**src/inc/dmms_pkg.sv**
```systemverilog
// constants, field layout and types of the dual multiply-subtract datapath
// assumes one 250 MHz core clock and an apb master for software access
package dmms_pkg;
    localparam int DMMS_APB_AW = 8;
    localparam int DMMS_PTR_W = 16;
    // register byte offsets
    localparam logic [7:0] DMMS_ADDR_CTRL = 8'h00;
    localparam logic [7:0] DMMS_ADDR_STAT = 8'h04;
    localparam logic [7:0] DMMS_ADDR_ACC0_LO = 8'h08;
    localparam logic [7:0] DMMS_ADDR_ACC0_HI = 8'h0C;
    localparam logic [7:0] DMMS_ADDR_ACC1_LO = 8'h10;
    localparam logic [7:0] DMMS_ADDR_ACC1_HI = 8'h14;
    localparam logic [7:0] DMMS_ADDR_CPTR = 8'h18;
    localparam logic [7:0] DMMS_ADDR_DPTR = 8'h1C;
    // mode field positions in the control register
    localparam int DMMS_FRAC_BIT = 0;
    localparam int DMMS_MULSAT_BIT = 1;
    localparam int DMMS_RNDSEL_BIT = 2;
    localparam int DMMS_DSAT_BIT = 3;
    localparam int DMMS_WIDE_BIT = 4;
    localparam int DMMS_SIGNX_BIT = 5;
    localparam logic [5:0] DMMS_CTRL_RST = 6'h20;
    localparam logic [15:0] DMMS_PTR_RST = 16'h0000;
    localparam logic [39:0] DMMS_ACC_RST = 40'h00_0000_0000;
    // lowest address above the memory-mapped register page
    localparam logic [15:0] DMMS_MMR_LIMIT = 16'h0060;
    localparam logic [15:0] DMMS_STEP_SPLIT = 16'h0002;
    localparam logic [15:0] DMMS_STEP_ONE = 16'h0001;
    // arithmetic constants
    localparam logic [16:0] DMMS_MIN17 = 17'h18000;
    localparam logic [31:0] DMMS_MUL_SAT = 32'h7FFF_FFFF;
    localparam logic [15:0] DMMS_HALF = 16'h8000;
    localparam logic [39:0] DMMS_MAX40 = 40'h7F_FFFF_FFFF;
    localparam logic [39:0] DMMS_MIN40 = 40'h80_0000_0000;
    localparam logic [39:0] DMMS_MAX32 = 40'h00_7FFF_FFFF;
    localparam logic [39:0] DMMS_MIN32 = 40'hFF_8000_0000;
    typedef enum logic [1:0] {
        DMMS_FORM_DUAL = 2'b01,
        DMMS_FORM_LONG = 2'b10
    } dmms_form_t;
endpackage : dmms_pkg

```
**src/inc/dmms_lane_if.sv**
```systemverilog
// bundle between the datapath top and one multiply-subtract lane
// assumes the top drives operands and modes, the lane answers combinationally
`timescale 1ns/1ps
`default_nettype none
interface dmms_lane_if;
    logic clk;
    logic rstn;
    logic [15:0] data;
    logic [15:0] coef;
    logic uns_data;
    logic uns_coef;
    logic signx;
    logic frac;
    logic mulsat;
    logic rndsel;
    logic rnd;
    logic wide;
    logic dsat;
    logic [39:0] acc_in;
    logic [39:0] acc_out;
    logic ovf;
    modport top (output clk, rstn, data, coef, uns_data, uns_coef, signx,
        frac, mulsat, rndsel, rnd, wide, dsat, acc_in, input acc_out, ovf);
    modport lane (input clk, rstn, data, coef, uns_data, uns_coef, signx,
        frac, mulsat, rndsel, rnd, wide, dsat, acc_in, output acc_out, ovf);
endinterface : dmms_lane_if
`default_nettype wire

```
**src/design/dmms_mac_lane.sv**
```systemverilog
// one multiply-subtract lane: widen, multiply, subtract, round, saturate
// assumes operands and accumulator are stable for the whole cycle
`timescale 1ns/1ps
`default_nettype none
module dmms_mac_lane
    import dmms_pkg::*;
(
    dmms_lane_if.lane lif
);
    logic [16:0] opa;
    logic [16:0] opb;
    logic signed [33:0] prod;
    logic mpy_ovf;
    logic [31:0] pshift;
    logic [40:0] diff;
    logic [40:0] rnd_v;
    // widen both inputs to 17 bits
    always_comb begin
        opa = lif.uns_data ? {1'b0, lif.data}
            : {lif.signx & lif.data[15], lif.data};
        opb = lif.uns_coef ? {1'b0, lif.coef}
            : {lif.coef[15], lif.coef};
    end
    assign prod = $signed(opa) * $signed(opb);
    // with both operands sign-extended, only min times min can exceed 32 bits once doubled
    assign mpy_ovf = lif.mulsat & lif.frac & (opa == DMMS_MIN17)
        & (opb == DMMS_MIN17);
    assign pshift = mpy_ovf ? DMMS_MUL_SAT
        : lif.frac ? {prod[30:0], 1'b0} : prod[31:0];
    // one guard bit above the 40 so both overflow tests see the carry
    assign diff = {lif.acc_in[39], lif.acc_in}
        - {{9{pshift[31]}}, pshift};
    // method bit clear: half up; set: ties go to even
    always_comb begin
        rnd_v = diff;
        if (lif.rnd) begin
            if (!(lif.rndsel && diff[15:0] == DMMS_HALF && !diff[16])) begin
                rnd_v = diff + {25'h0000000, DMMS_HALF};
            end
            rnd_v[15:0] = 16'h0000;
        end
    end
    assign lif.ovf = lif.wide ? (rnd_v[40] ^ rnd_v[39])
        : ~((&rnd_v[40:31]) | ~(|rnd_v[40:31]));
    assign lif.acc_out = !(lif.ovf & lif.dsat) ? rnd_v[39:0]
        : lif.wide ? (rnd_v[40] ? DMMS_MIN40 : DMMS_MAX40)
        : (rnd_v[40] ? DMMS_MIN32 : DMMS_MAX32);
endmodule : dmms_mac_lane
`default_nettype wire

```
**src/design/dmms_addr_gen.sv**
```systemverilog
// coefficient and data pointers with their paired word addresses
// assumes the top pulses i_step once per accepted operation
`timescale 1ns/1ps
`default_nettype none
module dmms_addr_gen
    import dmms_pkg::*;
#(
    parameter int PTR_W = DMMS_PTR_W
) (
    input wire logic i_clk,
    input wire logic i_rstn,
    input wire logic i_step,
    input wire logic i_long,
    input wire logic i_coef_postinc,
    input wire logic i_data_postdec,
    input wire logic i_wr_coef,
    input wire logic i_wr_data,
    input wire logic [PTR_W-1:0] i_wdata,
    output logic [PTR_W-1:0] o_coef_ptr,
    output logic [PTR_W-1:0] o_coef_pair,
    output logic [PTR_W-1:0] o_data_ptr,
    output logic [PTR_W-1:0] o_data_pair
);
    // split accesses move a whole long word
    always_ff @(posedge i_clk or negedge i_rstn) begin
        if (!i_rstn) begin
            o_coef_ptr <= DMMS_PTR_RST;
        end else if (i_step && i_coef_postinc) begin
            o_coef_ptr <= o_coef_ptr + DMMS_STEP_SPLIT;
        end else if (i_wr_coef) begin
            o_coef_ptr <= i_wdata;
        end
    end
    always_ff @(posedge i_clk or negedge i_rstn) begin
        if (!i_rstn) begin
            o_data_ptr <= DMMS_PTR_RST;
        end else if (i_step && i_data_postdec) begin
            o_data_ptr <= o_data_ptr
                - (i_long ? DMMS_STEP_SPLIT : DMMS_STEP_ONE);
        end else if (i_wr_data) begin
            o_data_ptr <= i_wdata;
        end
    end
    // flipping bit 0 is +1 for even and -1 for odd
    assign o_coef_pair = o_coef_ptr ^ DMMS_STEP_ONE;
    assign o_data_pair = o_data_ptr ^ DMMS_STEP_ONE;
endmodule : dmms_addr_gen
`default_nettype wire

```
**src/design/dmms_top.sv**
```systemverilog
// dual multiply-subtract datapath with apb access to modes and results
// assumes synchronous operand buses and an apb master on the same clock
`timescale 1ns/1ps
`default_nettype none
module dmms_top
    import dmms_pkg::*;
#(
    parameter int PTR_W = DMMS_PTR_W
) (
    input wire logic i_clk,
    input wire logic i_rstn,
    // apb slave
    input wire logic i_psel,
    input wire logic i_penable,
    input wire logic i_pwrite,
    input wire logic [DMMS_APB_AW-1:0] i_paddr,
    input wire logic [31:0] i_pwdata,
    output logic [31:0] o_prdata,
    output logic o_pready,
    output logic o_pslverr,
    // operation request from the decoder
    input wire logic i_op_valid,
    input wire dmms_form_t i_op_form,
    input wire logic i_op_paired,
    input wire logic i_op_rnd,
    input wire logic i_op_wide,
    input wire logic i_uns_data,
    input wire logic i_uns_coef,
    input wire logic i_repeat_active,
    input wire logic i_coef_postinc,
    input wire logic i_data_postdec,
    input wire logic [PTR_W-1:0] i_ymem_addr,
    // operand buses
    input wire logic [15:0] i_data_upper,
    input wire logic [15:0] i_data_lower,
    input wire logic [15:0] i_upper_coef_bus,
    input wire logic [15:0] i_lower_coef_bus,
    output logic o_op_ready,
    output logic o_op_reject,
    output logic [PTR_W-1:0] o_coef_address_bus,
    output logic [PTR_W-1:0] o_coef_pair_addr,
    output logic [PTR_W-1:0] o_data_addr,
    output logic [PTR_W-1:0] o_data_pair_addr,
    output logic [39:0] o_first_accumulator,
    output logic [39:0] o_second_accumulator,
    output logic o_dest_acc_overflow_flag,
    output logic o_second_acc_overflow_flag
);
    logic [5:0] ctrl;
    logic [1:0] ovf_flag;
    logic [39:0] acc [2];
    logic [39:0] lane_out [2];
    logic [1:0] lane_ovf;
    logic [15:0] lane_data [2];
    logic [15:0] lane_coef [2];
    logic wide_eff;
    logic mmr_hit;
    logic reject_cond;
    logic fire;
    logic apb_setup;
    logic wr_en;
    logic [31:0] next_rdata;
    logic next_err;
    logic [1:0] stat_clr;

    // request acceptance
    // a pairing or a bad second operand is refused outright so the
    // decoder never sees a half-executed pair
    assign mmr_hit = (i_op_form == DMMS_FORM_DUAL)
        && (i_ymem_addr < DMMS_MMR_LIMIT);
    assign reject_cond = i_op_valid
        && (i_op_paired || mmr_hit);
    // the repeat flag is not a term here: repeats are accepted
    assign o_op_ready = !i_op_paired && !mmr_hit;
    assign fire = i_op_valid && o_op_ready;

    // refusal is reported one cycle after the request
    always_ff @(posedge i_clk or negedge i_rstn) begin
        if (!i_rstn) begin
            o_op_reject <= 1'b0;
        end else begin
            o_op_reject <= reject_cond;
        end
    end

    // local wide mode never touches the stored bit
    assign wide_eff = ctrl[DMMS_WIDE_BIT] | i_op_wide;

    // lane 0 is the lower unit, lane 1 the upper unit
    assign lane_data[0] = i_data_lower;
    assign lane_coef[0] = i_lower_coef_bus;
    assign lane_data[1] = i_data_upper;
    assign lane_coef[1] = i_upper_coef_bus;

    // two identical lanes evaluated side by side in one cycle
    for (genvar g = 0; g < 2; g++) begin : g_lane
        dmms_lane_if lif ();
        assign lif.clk = i_clk;
        assign lif.rstn = i_rstn;
        assign lif.data = lane_data[g];
        assign lif.coef = lane_coef[g];
        assign lif.uns_data = i_uns_data;
        assign lif.uns_coef = i_uns_coef;
        assign lif.signx = ctrl[DMMS_SIGNX_BIT];
        assign lif.frac = ctrl[DMMS_FRAC_BIT];
        assign lif.mulsat = ctrl[DMMS_MULSAT_BIT];
        assign lif.rndsel = ctrl[DMMS_RNDSEL_BIT];
        assign lif.rnd = i_op_rnd;
        assign lif.wide = wide_eff;
        assign lif.dsat = ctrl[DMMS_DSAT_BIT];
        assign lif.acc_in = acc[g];
        assign lane_out[g] = lif.acc_out;
        assign lane_ovf[g] = lif.ovf;
        dmms_mac_lane u_lane (
            .lif(lif)
        );
    end

    // pointer unit
    dmms_addr_gen #(
        .PTR_W(PTR_W)
    ) u_addr (
        .i_clk(i_clk),
        .i_rstn(i_rstn),
        .i_step(fire),
        .i_long(i_op_form == DMMS_FORM_LONG),
        .i_coef_postinc(i_coef_postinc),
        .i_data_postdec(i_data_postdec),
        .i_wr_coef(wr_en && i_paddr == DMMS_ADDR_CPTR),
        .i_wr_data(wr_en && i_paddr == DMMS_ADDR_DPTR),
        .i_wdata(i_pwdata[PTR_W-1:0]),
        .o_coef_ptr(o_coef_address_bus),
        .o_coef_pair(o_coef_pair_addr),
        .o_data_ptr(o_data_addr),
        .o_data_pair(o_data_pair_addr)
    );

    // apb phases: the slave never stretches the access
    assign apb_setup = i_psel && !i_penable;
    assign wr_en = i_psel && i_penable && i_pwrite;
    assign o_pready = 1'b1;

    // mode register
    always_ff @(posedge i_clk or negedge i_rstn) begin
        if (!i_rstn) begin
            ctrl <= DMMS_CTRL_RST;
        end else if (wr_en && i_paddr == DMMS_ADDR_CTRL) begin
            ctrl <= i_pwdata[5:0];
        end
    end

    // accumulators: a datapath commit wins over a software write
    // in the same cycle, since the operation already used the old value
    always_ff @(posedge i_clk or negedge i_rstn) begin
        if (!i_rstn) begin
            acc[0] <= DMMS_ACC_RST;
            acc[1] <= DMMS_ACC_RST;
        end else if (fire) begin
            acc[0] <= lane_out[0];
            acc[1] <= lane_out[1];
        end else if (wr_en) begin
            unique case (i_paddr)
                DMMS_ADDR_ACC0_LO: acc[0][31:0] <= i_pwdata;
                DMMS_ADDR_ACC0_HI: acc[0][39:32] <= i_pwdata[7:0];
                DMMS_ADDR_ACC1_LO: acc[1][31:0] <= i_pwdata;
                DMMS_ADDR_ACC1_HI: acc[1][39:32] <= i_pwdata[7:0];
                default: ;
            endcase
        end
    end
    assign o_first_accumulator = acc[0];
    assign o_second_accumulator = acc[1];

    // overflow flags: sticky, write one to clear, a new overflow wins
    assign stat_clr = (wr_en && i_paddr == DMMS_ADDR_STAT)
        ? i_pwdata[1:0] : 2'b00;
    always_ff @(posedge i_clk or negedge i_rstn) begin
        if (!i_rstn) begin
            ovf_flag <= 2'b00;
        end else begin
            ovf_flag <= (ovf_flag & ~stat_clr)
                | ({2{fire}} & lane_ovf);
        end
    end
    assign o_dest_acc_overflow_flag = ovf_flag[0];
    assign o_second_acc_overflow_flag = ovf_flag[1];

    // read decode; unmapped offsets read zero and flag an error
    always_comb begin
        next_rdata = 32'h0000_0000;
        next_err = 1'b0;
        case (i_paddr)
            DMMS_ADDR_CTRL: next_rdata = {26'h0000000, ctrl};
            DMMS_ADDR_STAT: next_rdata = {30'h00000000, ovf_flag};
            DMMS_ADDR_ACC0_LO: next_rdata = acc[0][31:0];
            DMMS_ADDR_ACC0_HI: next_rdata = {24'h000000, acc[0][39:32]};
            DMMS_ADDR_ACC1_LO: next_rdata = acc[1][31:0];
            DMMS_ADDR_ACC1_HI: next_rdata = {24'h000000, acc[1][39:32]};
            DMMS_ADDR_CPTR: next_rdata = {16'h0000, o_coef_address_bus};
            DMMS_ADDR_DPTR: next_rdata = {16'h0000, o_data_addr};
            default: next_err = 1'b1;
        endcase
    end

    // read data is captured in the setup cycle so it leaves a flop;
    // a commit in that same cycle is therefore seen by the next read
    always_ff @(posedge i_clk or negedge i_rstn) begin
        if (!i_rstn) begin
            o_prdata <= 32'h0000_0000;
            o_pslverr <= 1'b0;
        end else if (apb_setup) begin
            o_prdata <= i_pwrite ? 32'h0000_0000 : next_rdata;
            o_pslverr <= next_err;
        end else if (!i_psel) begin
            o_pslverr <= 1'b0;
        end
    end

    // low half of the lower product as the rules predict it; the
    // saturated min times min case subtracts all ones in the low half
    logic [31:0] lo_mult;
    logic lo_sat;
    logic [15:0] lo_sub;
    assign lo_mult = i_data_lower * i_lower_coef_bus;
    assign lo_sat = ctrl[DMMS_MULSAT_BIT] && ctrl[DMMS_FRAC_BIT]
        && ctrl[DMMS_SIGNX_BIT] && !i_uns_data && !i_uns_coef
        && i_data_lower == 16'h8000 && i_lower_coef_bus == 16'h8000;
    assign lo_sub = lo_sat ? 16'hFFFF
        : ctrl[DMMS_FRAC_BIT] ? {lo_mult[14:0], 1'b0} : lo_mult[15:0];
endmodule : dmms_top
`default_nettype wire

```
**config.mk**
```make
export PLATFORM = sky130hd
export DESIGN_NAME = dmms_top
export DESIGN_NICKNAME = d
export VERILOG_FILES = /design/src/inc/dmms_pkg.sv /design/src/inc/dmms_lane_if.sv /design/src/design/dmms_mac_lane.sv /design/src/design/dmms_addr_gen.sv /design/src/design/dmms_top.sv
export SDC_FILE = /design/constraint.sdc
export NUM_CORES = 2
export LEC_CHECK = 0
export BUFFER_PORTS_ARGS = -buffer_cell sky130_fd_sc_hd__buf_2
export CAP_MARGIN = 40
export CORE_MARGIN = 2
export CORE_UTILIZATION = 40
export CTS_CLUSTER_SIZE = 14
export DETAILED_ROUTE_END_ITERATION = 8
export GPL_TIMING_DRIVEN = 0
export PLACE_DENSITY = 0.55
export SYNTH_ARGS = -nofsm -noshare
export SYNTH_HDL_FRONTEND = slang
export SYNTH_SLANG_ARGS = --single-unit
```
**constraint.sdc**
```tcl
create_clock -name i_clk -period 13.1 [get_ports i_clk]
set_input_delay 0.655 -clock i_clk [delete_from_list [all_inputs] [get_ports i_clk]]
set_output_delay 0.655 -clock i_clk [all_outputs]
set_load 0.02 [all_outputs]
```
==> results.yml <==
worst_setup_path:
  rrSetupSlack_ns: 0.68
  path_buf_inv: 9
  r2r_end: "o_second_accumulator[33]$_DFFE_PN0P_"
  critPathMaxFanout: 10
  path_class: "primary input to flop"
  cp-end-kind: "flop"
  cp.arrival_ns: 12.84
  worst_path_largest_cell_delay_ns: 0.59
  cp_slowest_cell: "fa_1"
  worstReg2RegStart: "ctrl[5]$_DFFE_PN1P_"
  start_kind: "primary input"
  cpMostUsedCell: "fa_1"
  path_depth: 49
  crit_family: "adder cells"
  reg2reg_depth: 46
  required_ns: 13.44
clock_tree:
  numCtsBuffers: 17
  root_buffer: "clkbuf_16"
  htreeDepth: 4
  cts.hold.buffers_added: 0
  clock_path_buffers: 2
  clock_latency_ns: 0.46
  cts_tree: "done"
  cts.sinks: 154
  path_clk_slew_ns: 0.07
floorplanning:
  placementRows: 111
  die_area_sq_mm: 0.0946
  initial_utilization: 0.403
  dieHeight_microns: 308
  die_width_microns: 308
  coreArea_sq_mm: 0.0915
  io_pins: 318
routing:
  wl_microns: 136000
  avgRoutedWirePerCell_microns: 23.0
  vias: 33511
  drtIter0Drc: 3421
  drt-pass1-iter-count: 7
  drtAntennaViolNets: 0
  viasPerCell: 5.67
  route.detailed.drc: 0
timing:
  finalCriticalPeriod_ns: 12.50
  hold_viol_final: 0
  fin_skew_ns: 0.0130
  setup_slack_ns: 0.599
  relSlewSlack: 0.362
  holdWs_ns: 0.167
  finalCritPeriodShare: 0.954
  fmax_mhz: 80.0
  finalSetupViolCount: 0
  worstMarginPinSlew_ns: 0.950
  slew_viol_final: 0
synth:
  ys_warn_count: 0
  synth_top_cell_by_area: "fa_1"
  yosysSeqAreaShare: 0.105
  synthCells: 4406
  ys_types: 101
  synth_edf_count: 0
  synth_top_area_share: 0.308
  ys.flop_type: "dfrtp_1"
  synth.area.top_cells: "fa_1, dfrtp_1, ha_1, inv_1, nand2_1"
  ys_async_sr_fraction: 1.00
  yosys_register_bits: 154
  syn-num-nets: 5363
  syn_area_sq_mm: 0.0368
  syn_avg_cell_area_sq_um: 8.36
place:
  place_area_sq_mm: 0.0398
  gp_congestion: 1.00
  place_hpwl_microns: 115000
  place_ws_ns: -1.37
  io_buffers: 280
  post-place-cells: 5881
final_layout:
  drive_gt1_frac: 0.117
  area_delta_synth_final_pct: 10.5
  multiInputGateArea_sq_mm: 0.0296
  stdcell_area_sq_mm: 0.0407
  finalNetCount: 5667
  ff_latch_area_sq_mm: 0.00385
  final_common_cell: "inv_1"
  final_cell_mix: "inv_1, fa_1, nand2_1"
  final_cells: 5911
  fillers: 9213
flow_run:
  maxCapViolCount: 0
global_route:
  met1_usage: 0.398
  use_met2: 0.458
  grt_max_degree: 86
  busiest_layer: "met2"
  grt.total_usage: 0.286
  first_global_vias: 32724
  grt_pass1_wl_microns: 204000
  grt_antenna_before_repair: 11
  globalRouteMet3Util: 0.0447
  grt_overflow: 0
status:
  status: "completed"
worst_hold_path:
  holdCritPathClass: "primary input to asynchronous set/reset pin"
## metrics by stage
stage	utilization	TNS (ns)
finish	0.445	0
floorplan	-	0
global route	0.445	-0.0541
detailed placement	0.435	-89.69
global placement	0.434	-132.80
CTS	0.442	0
## layout make-up
type	count	area share
Clock buffer	17	0.0104
Tap cell	1186	0.0364
Multi-Input combinational cell	3327	0.726
Inverter	678	0.0625
Sequential cell	154	0.0947
Buffer	233	0.0269
Clock inverter	15	0.00406
Timing Repair Buffer	299	0.0386
Antenna cell	2	0.000123
## sequential cells by signal (all words and copies together) (netlist names)
name / cells
ctrl: 6
o_op_reject: 1
u_addr.o_coef_ptr: 16
o_second_accumulator: 40
u_addr.o_data_ptr: 16
o_prdata: 32
o_pslverr: 1
o_first_accumulator: 40
ovf_flag: 2
## worst max-delay path by stage
stage	startpoint	endpoint	slack (ns)
floorplan	i_lower_coef_bus[8]	o_first_accumulator[33]$_DFFE_PN0P_	1.51
global placement	i_data_lower[15]	o_first_accumulator[33]$_DFFE_PN0P_	-2.01
detailed placement	i_lower_coef_bus[5]	o_first_accumulator[33]$_DFFE_PN0P_	-1.37
CTS	i_upper_coef_bus[6]	o_second_accumulator[0]$_DFFE_PN0P_	0.01
global route	i_data_lower[11]	o_first_accumulator[33]$_DFFE_PN0P_	-0.03
finish	i_lower_coef_bus[6]	o_first_accumulator[33]$_DFFE_PN0P_	0.60
## layer usage
| layer | vias to the layer above | share of wire |
|---|---|---|
| li1 | 15104 | - |
| met4 | 6 | 0.034 |
| met2 | 1276 | 0.46 |
| met5 | - | 0.00022 |
| met3 | 245 | 0.081 |
| met1 | 16880 | 0.42 |
## cells in the mapped netlist, types with 27 or more instances
cell type  instances
a211oi_1          68
a21o_1            74
a21oi_1          147
a221oi_1          28
a22oi_1           32
and2_1           274
and3_1            30
buf_4             31
clkbuf_1         201
dfrtp_1          153
fa_1             567
ha_1             254
inv_1            677
nand2_1          522
nand2b_1          35
nand3_1           57
nand4_1           35
nor2_1           272
nor3_1            75
nor4_1            27
o211ai_1          41
o21a_1            27
o21ai_0          150
or2_2             31
or3_1             39
xnor2_1          120
xor2_1            52
## kinds of logic after synthesis
family,count (synthesis),synth area share
simple gates,1495,0.200
fa+ha+maj,821,0.394
other cells,1,0.000102
xor+xnor,172,0.0409
buf+inv,925,0.0980
compound gates,812,0.154
flops,154,0.105
mux,26,0.00733
## timing repair
action                                  in CTS  in global routing
pin swaps                                    0                  7
endpoints found under the setup margin      81                 81
gates resized for setup                     42                105
cloned                                       0                  0
setup buffers                                0                 10
## worst reg2reg max path: cells and delay by family (launching register included)
kind / cells / cell delay [ns]
XOR/XNOR: 2 / 0.41
adder cells (fa/ha/maj): 9 / 3.79
flip-flops: 1 / 0.67
AND/OR/NAND/NOR: 15 / 3.52
buffers and inverters: 8 / 0.98
AO/OA/AOI/OAI: 12 / 2.94
Power is left out: the tool's default activity adds up to more than one toggle a clock period on the data nets, which glitch-free logic cannot reach.
